==> config.mk <==
export PLATFORM = sky130hd
export DESIGN_NAME = flash_bus_host
export DESIGN_NICKNAME = d
export VERILOG_FILES = /design/src/core/sync2.v /design/src/core/flash_bus_host.v
export VERILOG_INCLUDE_DIRS = /design/src /design/src/core
export SDC_FILE = /design/constraint.sdc
export NUM_CORES = 1
export LEC_CHECK = 0
export BUFFER_PORTS_ARGS = -buffer_cell sky130_fd_sc_hd__buf_2
export CAP_MARGIN = 20
export CELL_PAD_IN_SITES_DETAIL_PLACEMENT = 1
export CELL_PAD_IN_SITES_GLOBAL_PLACEMENT = 2
export CORE_MARGIN = 5
export CORE_UTILIZATION = 31
export DETAILED_ROUTE_END_ITERATION = 10
export PLACE_DENSITY_LB_ADDON = 0.05
export SLEW_MARGIN = 20
export SYNTH_ARGS = -nofsm -noshare
export SYNTH_HDL_FRONTEND = slang
export SYNTH_HIERARCHICAL = 1
export SYNTH_SLANG_ARGS = --single-unit
==> constraint.sdc <==
create_clock -name clk_sys -period 2.1 [get_ports clk_sys]
set_input_delay 0.315 -clock clk_sys [delete_from_list [all_inputs] [get_ports clk_sys]]
set_output_delay 0.315 -clock clk_sys [all_outputs]
set_load 0.005 [all_outputs]
==> src/core/flash_bus_regs.vh <==
// Constants for the parallel flash bus controller
`ifndef FLASH_BUS_REGS_VH
`define FLASH_BUS_REGS_VH
`define ADDR_W          17
`define DATA_W          8
`define SECTOR_HI       16
`define SECTOR_LO       15
`define ID_HV_BIT       9
`define ID_A6_BIT       6
`define ID_SEL_MFR      2'h0
`define ID_SEL_DEV      2'h1
`define ID_SEL_PROT     2'h2
`define ID_SEL_CONT     2'h3
`define PROT_YES        8'h01
`define PROT_NO         8'h00
`define ACCESS_NS       70
`define SETUP_NS        10
`define CLK_NS          4
`define OP_READ         2'h0
`define OP_WRITE        2'h1
`define OP_IDREAD       2'h2
`define OP_PROTREAD     2'h3
`endif

==> src/core/sync2.v <==
// Two-flop synchroniser for bus inputs
`timescale 1ns/10ps
module sync2 #(
   parameter W = 8
) (
   input  wire         clk_sys,
   input  wire         rstn,
   input  wire [W-1:0] d,
   output wire [W-1:0] q
);
   reg [W-1:0] meta_reg;
   reg [W-1:0] q_reg;
   always @(posedge clk_sys) begin
      if (!rstn) begin
         meta_reg <= {W{1'b0}};
         q_reg    <= {W{1'b0}};
      end else begin
         meta_reg <= d;
         q_reg    <= meta_reg;
      end
   end
   assign q = q_reg;
endmodule // sync2

==> src/core/flash_bus_host.v <==
// Host controller driving an asynchronous parallel flash bus
// Operation
// Read: chip select and output enable low, write high, address valid, sample data.
// Write: chip select and write low, output enable high, address and data valid.
// Output disable: device floats data when output enable high.
// Chip select high puts device in standby, data floated.
// Device starts in read-array mode after power-up or reset.
// Device stays in read-array mode until a write changes command latches.
// Command latches map to no array address.
// Deselect during program or erase lets the operation finish internally.
// Sector is address bits 16 and 15, four 32K sectors ascending.
// Erase may cover one sector, several, or whole array.
// During program or erase, reads return status bits.
// After autoselect command, reads return identification codes.
// High-voltage ID: bit 9 raised, bit 6 low, bits 1:0 select code.
// Protection verify: sector on top bits, 01h protected, 00h not.
// ID codes are 8 bits; other address bits don't care.
// Command autoselect works without the high voltage.
// Autoselect persists until the reset command returns read-array.
// Device takes address on later falling edge, data on earlier rising.
`timescale 1ns/10ps
`include "flash_bus_regs.vh"
module flash_bus_host #(
   parameter ACCESS_NS = `ACCESS_NS,
   parameter SETUP_NS  = `SETUP_NS
) (
   input  wire                 clk_sys,
   input  wire                 rstn,
   input  wire                 req_valid,
   output wire                 req_ready,
   input  wire [1:0]           req_op,
   input  wire [`ADDR_W-1:0]   req_addr,
   input  wire [`DATA_W-1:0]   req_wdata,
   output reg                  rsp_valid,
   output reg  [`DATA_W-1:0]   rsp_rdata,
   output reg                  rsp_protected,
   output reg  [`ADDR_W-1:0]   flash_addr,
   output reg                  flash_ce_n,
   output reg                  flash_oe_n,
   output reg                  flash_we_n,
   output reg                  flash_id_hv,
   output reg  [`DATA_W-1:0]   flash_dq_o,
   output reg                  flash_dq_oe_n,
   input  wire [`DATA_W-1:0]   flash_dq_i
);
   // Least times round up to whole cycles
   localparam integer ACC_NUM = (ACCESS_NS + `CLK_NS - 1) / `CLK_NS;
   localparam integer SU_NUM  = (SETUP_NS + `CLK_NS - 1) / `CLK_NS;
   localparam [7:0]   ACC_CYC = ACC_NUM[7:0];
   localparam [7:0]   SU_CYC  = SU_NUM[7:0];
   // Sampled data must clear two flops after the access time
   localparam [7:0] RD_WAIT = ACC_CYC + 8'h02;

   localparam [2:0] ST_IDLE   = 3'h0;
   localparam [2:0] ST_SETUP  = 3'h1;
   localparam [2:0] ST_STROBE = 3'h2;
   localparam [2:0] ST_HOLD   = 3'h3;
   localparam [2:0] ST_DONE   = 3'h4;

   reg [2:0]  state_reg;
   reg [2:0]  state_next;
   reg [7:0]  cnt_reg;
   reg [1:0]  op_reg;
   wire [`DATA_W-1:0] dq_sync;

   function is_read;
      input [1:0] op;
      begin
         is_read = (op != `OP_WRITE);
      end
   endfunction

   function is_id;
      input [1:0] op;
      begin
         is_id = (op == `OP_IDREAD) || (op == `OP_PROTREAD);
      end
   endfunction

   // Strobe low time in cycles less one, by direction
   function [7:0] strobe_len;
      input rd;
      begin
         strobe_len = rd ? RD_WAIT : ACC_CYC;
      end
   endfunction

   // Only selector, sector and A6 matter while the ID voltage is up
   function [`ADDR_W-1:0] id_addr;
      input [1:0]         op;
      input [`ADDR_W-1:0] a;
      begin
         id_addr = {`ADDR_W{1'b0}};
         if (op == `OP_PROTREAD) begin
            id_addr[1:0]                   = `ID_SEL_PROT;
            id_addr[`SECTOR_HI:`SECTOR_LO] = a[`SECTOR_HI:`SECTOR_LO];
         end else begin
            id_addr[1:0] = a[1:0];
         end
         id_addr[`ID_A6_BIT] = 1'b0;
      end
   endfunction

   sync2 #(.W(`DATA_W)) u_dq_sync (
      .clk_sys (clk_sys),
      .rstn    (rstn),
      .d       (flash_dq_i),
      .q       (dq_sync)
   );

   assign req_ready = (state_reg == ST_IDLE);

   // Phase ends, each true for a single cycle; rd_op and id_op decode the operation
   wire take_w     = req_valid && req_ready;
   wire setup_end  = (state_reg == ST_SETUP) && (cnt_reg == 8'h00);
   wire strobe_end = (state_reg == ST_STROBE) && (cnt_reg == 8'h00);
   wire hold_end   = (state_reg == ST_HOLD) && (cnt_reg == 8'h00);
   wire rd_op      = is_read(op_reg);
   wire id_op      = is_id(req_op);

   always @* begin
      state_next = state_reg;
      case (state_reg)
         ST_IDLE:   if (take_w) state_next = ST_SETUP;
         ST_SETUP:  if (setup_end) state_next = ST_STROBE;
         ST_STROBE: if (strobe_end) state_next = ST_HOLD;
         ST_HOLD:   if (hold_end) state_next = ST_DONE;
         ST_DONE:   state_next = ST_IDLE;
         default:   state_next = ST_IDLE;
      endcase
   end

   // Sequencer: the phase counter reloads on entry to setup, strobe and hold
   always @(posedge clk_sys) begin
      if (!rstn) begin
         state_reg <= ST_IDLE;
         cnt_reg   <= 8'h00;
         op_reg    <= `OP_READ;
      end else begin
         state_reg <= state_next;
         if (take_w) begin
            op_reg  <= req_op;
            cnt_reg <= SU_CYC - 8'h01;
         end else if (setup_end) begin
            cnt_reg <= strobe_len(rd_op);
         end else if (strobe_end) begin
            cnt_reg <= SU_CYC - 8'h01;
         end else if (cnt_reg != 8'h00) begin
            cnt_reg <= cnt_reg - 8'h01;
         end
      end
   end

   // Address and ID level stay put from take until deselect
   always @(posedge clk_sys) begin
      if (!rstn) begin
         flash_addr  <= {`ADDR_W{1'b0}};
         flash_id_hv <= 1'b0;
      end else if (take_w) begin
         flash_id_hv <= id_op;
         flash_addr  <= id_op ? id_addr(req_op, req_addr) : req_addr;
      end else if (hold_end) begin
         flash_id_hv <= 1'b0;
      end
   end

   // Address already stable before both falling edges
   always @(posedge clk_sys) begin
      if (!rstn) begin
         flash_ce_n <= 1'b1;
         flash_oe_n <= 1'b1;
         flash_we_n <= 1'b1;
      end else if (setup_end) begin
         flash_ce_n <= 1'b0;
         flash_oe_n <= !rd_op;
         flash_we_n <= rd_op;
      end else if (strobe_end) begin
         // Rising strobe latches data; data held through hold state
         flash_oe_n <= 1'b1;
         flash_we_n <= 1'b1;
      end else if (hold_end) begin
         // Deselect is safe even mid erase; device finishes alone
         flash_ce_n <= 1'b1;
      end else if (state_reg > ST_DONE) begin
         flash_ce_n <= 1'b1;
         flash_oe_n <= 1'b1;
         flash_we_n <= 1'b1;
      end
   end

   // Host drives data only from take until deselect
   always @(posedge clk_sys) begin
      if (!rstn) begin
         flash_dq_o    <= 8'h00;
         flash_dq_oe_n <= 1'b1;
      end else if (take_w && req_op == `OP_WRITE) begin
         // Commands, the reset command too, are plain writes
         flash_dq_o    <= req_wdata;
         flash_dq_oe_n <= 1'b0;
      end else if (hold_end) begin
         flash_dq_oe_n <= 1'b1;
      end
   end

   // One pulse per operation, writes included
   always @(posedge clk_sys) begin
      if (!rstn) begin
         rsp_valid <= 1'b0;
      end else begin
         rsp_valid <= (state_reg == ST_DONE);
      end
   end

   // Read data holds until the next read; sampled bus is settled by now
   always @(posedge clk_sys) begin
      if (!rstn) begin
         rsp_rdata     <= 8'h00;
         rsp_protected <= 1'b0;
      end else if (strobe_end && rd_op) begin
         rsp_rdata     <= dq_sync;
         rsp_protected <= (op_reg == `OP_PROTREAD) &&
                          (dq_sync == `PROT_YES);
      end
   end
endmodule // flash_bus_host

; ---- Word level (Yosys, flattened, before mapping)
; Cells that the tools add are included.
[classes]
mux = 25
div_mod_pow = 0
bitwise = 1
add_sub_neg = 1
n_reduce_logical = 22
order_cmp = 1
multipliers = 0
shift = 0
n_eq_ne = 16
[ops]
columns = cell, count
row1 = $mux 8, 3
row2 = $mux 17, 1
row3 = $mux 3, 5
row4 = $mux 1, 12
row5 = $pmux 3 s4, 1
row6 = $reduce_bool 3->1, 3
row7 = $eq 8x1->1 const B, 1
row8 = $logic_not 8->1, 1
row9 = $ne 2x2->1 const B, 4
row10 = $reduce_bool 8->1, 1
row11 = $sub 8x1->8 const B, 1
row12 = $logic_and 1x1->1, 7
row13 = $eq 2x2->1 const B, 3
row14 = $eq 3x2->1 const B, 2
row15 = $mux 2, 3
row16 = $ne 2x1->1 const B, 2
row17 = $reduce_and 2->1, 2
row18 = $reduce_and 4->1, 1
row19 = $reduce_bool 2->1, 2
row20 = $reduce_bool 4->1, 1
row21 = $eq 3x1->1 const B, 1
row22 = $eq 3x3->1 const B, 1
row23 = $gt 3x3->1 const B, 1
row24 = $logic_not 3->1, 1
row25 = other kinds (6), 6
[totals]
output_inout_bits = 41
in_bits = 38
mem_count = 0
register_bits = 69
rom_bits = 0
ramBits = 0
latch_bits = 0
word_cells = 82

; ---- Depth between registers and ports, before layout
[depth]
depth_word = 5
mapped_depth = 6
ltp_nobuf = 6

; ---- By module
; The synthesis kept the hierarchy.
[modules_own_cells]
columns = mod, seq_area_each_um2, instances, cells_per_inst, area_each_um2
row1 = flash_bus_host, 1061.0, 1, 235, 2265.9
row2 = sync2, 320.3, 1, 33, 446.7

; ---- Worst setup path after synthesis
; OpenSTA, ideal clock, no wires.
[synth_timing]
path_type = register to register
startpoint = register cnt_reg[0]
endpoint = register cnt_reg[1]
path_slack_ns = 0.388
t_required_ns = 1.978
synth_period_minus_slack_ns = 1.712
arrival_ns = 1.590
setup_ns = 0.122
stages_incl_launch_ff = 7
path_buffers = 0
cell_sequence = dfxtp_1 -> inv_1 -> ha_1 -> or4b_4 -> nor2_2 -> a21oi_1 -> o311a_1
[synth_between]
elab_chain_len = 5
elab_cells_between_ends = 10
cone_classes = add/sub (1) / mux (4) / reduce/logical (5)
[synth_lines]
columns = element, line_no
row1 = start: declaration, flash_bus_host.v:62  ; reg [7:0] cnt_reg;
row2 = start signal: assignment, flash_bus_host.v:143  ; cnt_reg <= SU_CYC - 8'h01;
row3 = start signal: assignment, flash_bus_host.v:145  ; cnt_reg <= strobe_len(rd_op);
row4 = start signal: assignment, flash_bus_host.v:147  ; cnt_reg <= SU_CYC - 8'h01;
row5 = $sub 8x1->8 or $logic_not 8->1 (tied branches), "flash_bus_host.v:149, flash_bus_host.v:115, flash_bus_host.v:116"
row6 = $mux 8 or $logic_and 1x1->1 (tied branches), "flash_bus_host.v:148, flash_bus_host.v:116"
row7 = $mux 8, flash_bus_host.v:146  ; end else if (strobe_end) begin
row8 = $mux 8, flash_bus_host.v:144  ; end else if (setup_end) begin
row9 = $mux 2, flash_bus_host.v:141  ; if (take_w) begin
; Parallel ways exist; a longest one is shown, timed or not. The select of a mux whose other input is x is not followed.
; A chain may end at the register's enable or synchronous reset.

; ---- Final worst setup path
[layout_timing]
startpoint = register cnt_reg[0]
endpoint = register rsp_protected
[layout_between]
elab_chain_len = 3
[layout_lines]
columns = element, line_no
row1 = $logic_not 8->1, flash_bus_host.v:116  ; wire strobe_end = (state_reg == ST_STROBE) && (cnt_reg == 8'h00);
row2 = $logic_and 1x1->1, flash_bus_host.v:116
row3 = $logic_and 1x1->1, flash_bus_host.v:219  ; end else if (strobe_end && rd_op) begin
row4 = end signal: assignment, flash_bus_host.v:221  ; rsp_protected <= (op_reg == `OP_PROTREAD) &&
row5 = end: declaration, flash_bus_host.v:36  ; output reg rsp_protected,
; No other way between the ends.

==> flow_metrics.env <==
export IMPL_top_register="flash_addr"
export IMPL_synth_top_flop_cell="dfxtp_1"
export IMPL_post_cts_resized=0
export IMPL_cts_setup_buffers=0
export IMPL_track_usage_pct=13.8
export IMPL_drcViolationCount=0
export IMPL_synth_xor_area_share_pct=0.969
export IMPL_hpwl_mm=5.20
export IMPL_fmax_ghz=0.522
export IMPL_setup_violations=0
export IMPL_syn_inst=268
export IMPL_clk_latency_ns=0.34
export IMPL_final_max_slew_violation_count=0
export IMPL_syn_to_final_growth_pct=28.4
export IMPL_irDropWorstVdd_mv=0.347
export IMPL_largest_reg_flops=17
export IMPL_io_buffers=78
export IMPL_hold_buffers=0
export IMPL_ys_warn_count=6
export IMPL_drtPass1Iterations=4
export IMPL_synth_area_leader_cell="dfxtp_1"
export IMPL_cp_end_kind="register"
export IMPL_p_total_w=0.00444
export IMPL_syn_area_um2=2710
export IMPL_io_pins=79
export IMPL_cts_tree="done"
export IMPL_crit_fanout=10
export IMPL_hp_class="in -> reg"
export IMPL_rsz0062_at_grt="false"
export IMPL_clock_skew_ns=0.00794
export IMPL_synthMuxAreaShare_pct=4.06
export IMPL_layout_min_cycle_time_ns=1.91
export IMPL_core_area_um2=8640
export IMPL_tightestPinTransition_ns=0.992
export IMPL_synth_compound_area_share_pct=16.2
export IMPL_ys_top_cells_by_area="dfxtp_1 (51%), a22o_1 (4.2%), a21boi_1 (4.2%), mux2i_1 (4.1%), and2_2 (3.3%)"
export IMPL_clkTransAtPathRegs_ns=0.08
export IMPL_crit_buf_inv=1
export IMPL_setup_tns_ns=0
export IMPL_synthArstFlopShare_pct=0
export IMPL_h_tree_depth=3
export IMPL_detail_route_wl_per_cell_um=15.1
export IMPL_grt_max_degree=32
export IMPL_critPathSlowestCell="or4b_4"
export IMPL_crit_path_start_kind="register"
export IMPL_final_area_um2=3480
export IMPL_path_delay_family="simple AND/OR/NAND/NOR gates"
export IMPL_synth_top_area_share_pct=50.9
export IMPL_synth_fp_nets=308
export IMPL_drive_gt1_share_pct=36.3
export IMPL_max_slew_margin_pct=33.8
export IMPL_fin_nets=399
export IMPL_yosys_area_share_simple_pct=24.2
export IMPL_p_leak_nw=1.58
export IMPL_worstPathRequired_ns=2.38
export IMPL_rows=34
export IMPL_grt_pass1_vias=2452
export IMPL_cts_max_path_buffers=2
export IMPL_fp_dieW_um=104
export IMPL_cpPeakStageDelay_ns=0.52
export IMPL_via_count=2258
export IMPL_drt_iter0_markers=66
export IMPL_cp_arrival_ns=2.19
export IMPL_critical_path_class="reg -> reg"
export IMPL_synth_top_family_by_area="simple AND/OR/NAND/NOR gates"
export IMPL_start_util_pct=31.4
export IMPL_gp_congestion=0.747
export IMPL_avgSynthCellArea_um2=10.1
export IMPL_finalHoldViolations=0
export IMPL_ys_seq_area_share_pct=50.9
export IMPL_ctsRootBufferMaster="clkbuf_8"
export IMPL_period_share_pct=91.2
export IMPL_ys_seq_elements=69
export IMPL_die_area_um2=10700
export IMPL_synth_edf_count=0
export IMPL_cp_cell_sequence="inv_1 -> ha_1 -> or4b_4 -> nor3_4 -> nand3_1 -> a21boi_1"
export IMPL_outcome="finished clean"
export IMPL_power_density_nw_per_um2=1280
export IMPL_die_h_um=104
export IMPL_synth_adder_area_share_pct=0.923
export IMPL_antenna_cells=0
export IMPL_cts_buffers=9
export IMPL_maxCapViolCount=0
export IMPL_ys_types=53
export IMPL_place_area_um2=3280
export IMPL_gr_total_overflow=0
export IMPL_antenna_found_initial=0
export IMPL_numClockSinks=69
export IMPL_drt_wl_total_mm=7.11
export IMPL_vias_per_cell=4.78
export IMPL_grt_pass1_wl_mm=12.2
export IMPL_ant_nets=0
worst register-to-register path, delay by kind of cell, from the launching register on:
family / cells / cell delay, ns
adder cells (fa/ha/maj): 1 / 0.23
buffers and inverters: 1 / 0.09
flip-flops: 1 / 0.35
AND/OR/NAND/NOR: 3 / 1.04
AO/OA/AOI/OAI: 1 / 0.14
worst paths after layout:
kind                               from                     to  slack (ns)  cells past startpoint
setup / recovery             cnt_reg[0]          rsp_protected        0.19                      6
hold / removal            flash_dq_i[4]  u_dq_sync/meta_reg[4]        0.17                      2
setup reg to reg             cnt_reg[0]          rsp_protected        0.19                      6
hold reg to reg   u_dq_sync/meta_reg[7]         u_dq_sync/q[7]        0.45                      1
cell usage in the layout, fill, tap and decap left out, types with 2 or more instances in the layout:
master and instances:
a21boi_1 15, inv_1 3, and2_2 12, nand3b_1 3, clkinv_4 2, o211ai_1 2
nor2_2 2, clkbuf_8 9, nand2_1 18, and2_1 4, nor2b_1 13, clkinv_2 2
nor2_1 10, buf_2 78, a22o_1 13, ha_1 2, mux2i_1 11, or3_1 5
a21oi_1 10, o21ai_1 13, buf_4 14, nand2b_1 5, a31oi_1 2, xor2_1 2
dfxtp_1 69, nand3_1 14
kinds of logic (layout without fill, tap and decap cells):
group	Yosys count	in the layout
AOI/OAI and AO/OA	63	63
buffers and inverters	16	112
DFF	69	69
adders and majority gates	2	2
muxes	11	11
xor gates and xnor gates	3	3
and+or+nand+nor	104	104
through the flow:
| step | setup slack [ns] | cells | utilization, % | hold WS (ns) |
|---|---|---|---|---|
| after floorplan | 0.388 | 268 | - | 0.426 |
| after global placement | 0.179 | 456 | 38.0 | 0.429 |
| after detailed placement | 0.137 | 456 | 38.0 | 0.433 |
| after CTS | 0.124 | 472 | 40.3 | 0.144 |
| after global routing | 0.00404 | 472 | 40.3 | 0.160 |
| final | 0.186 | 472 | 40.3 | 0.171 |
synth_stat cells, types with 2 or more instances:
cell and count:
o21ai_1 13, clkbuf_1 5, nor2_2 2, mux2i_1 11
and2_2 12, nand3_1 14, inv_1 3, a31oi_1 2
ha_1 2, nor2_1 10, nor2b_1 13, dfxtp_1 69
a22o_1 13, xor2_1 2, a21oi_1 10, buf_2 5
or3_1 5, nand2_1 18, o211ai_1 2, nand2b_1 5
and2_1 4, a21boi_1 15, nand3b_1 3
per-layer routing:
metal	vias up	track usage (%)	wire [um]
li1	1132	-	-
met1	1045	18.3	3410
met2	68	20.9	3250
met3	13	3.79	339
met4	0	6.37	117
met5	-	0	0
layout make-up:
cell class                      instances  area, um^2
Clock inverter                          7        73.8
Clock buffer                            9         124
Timing Repair Buffer                   92         495
Tap cell                              108         135
Fill cell                            1022        5150
Sequential cell                        69        1380
Inverter                                4        15.0
Multi-Input combinational cell        183        1260
power by group:
| group | total (W) | internal [W] | switching (W) |
|---|---|---|---|
| clock | 0.00109 | 0.000552 | 0.000535 |
| sequential | 0.00165 | 0.00149 | 0.000160 |
| combinational | 0.00171 | 0.000761 | 0.000945 |
| total | 0.00444 | 0.00280 | 0.00164 |
Power figures use the tool's default switching activity.
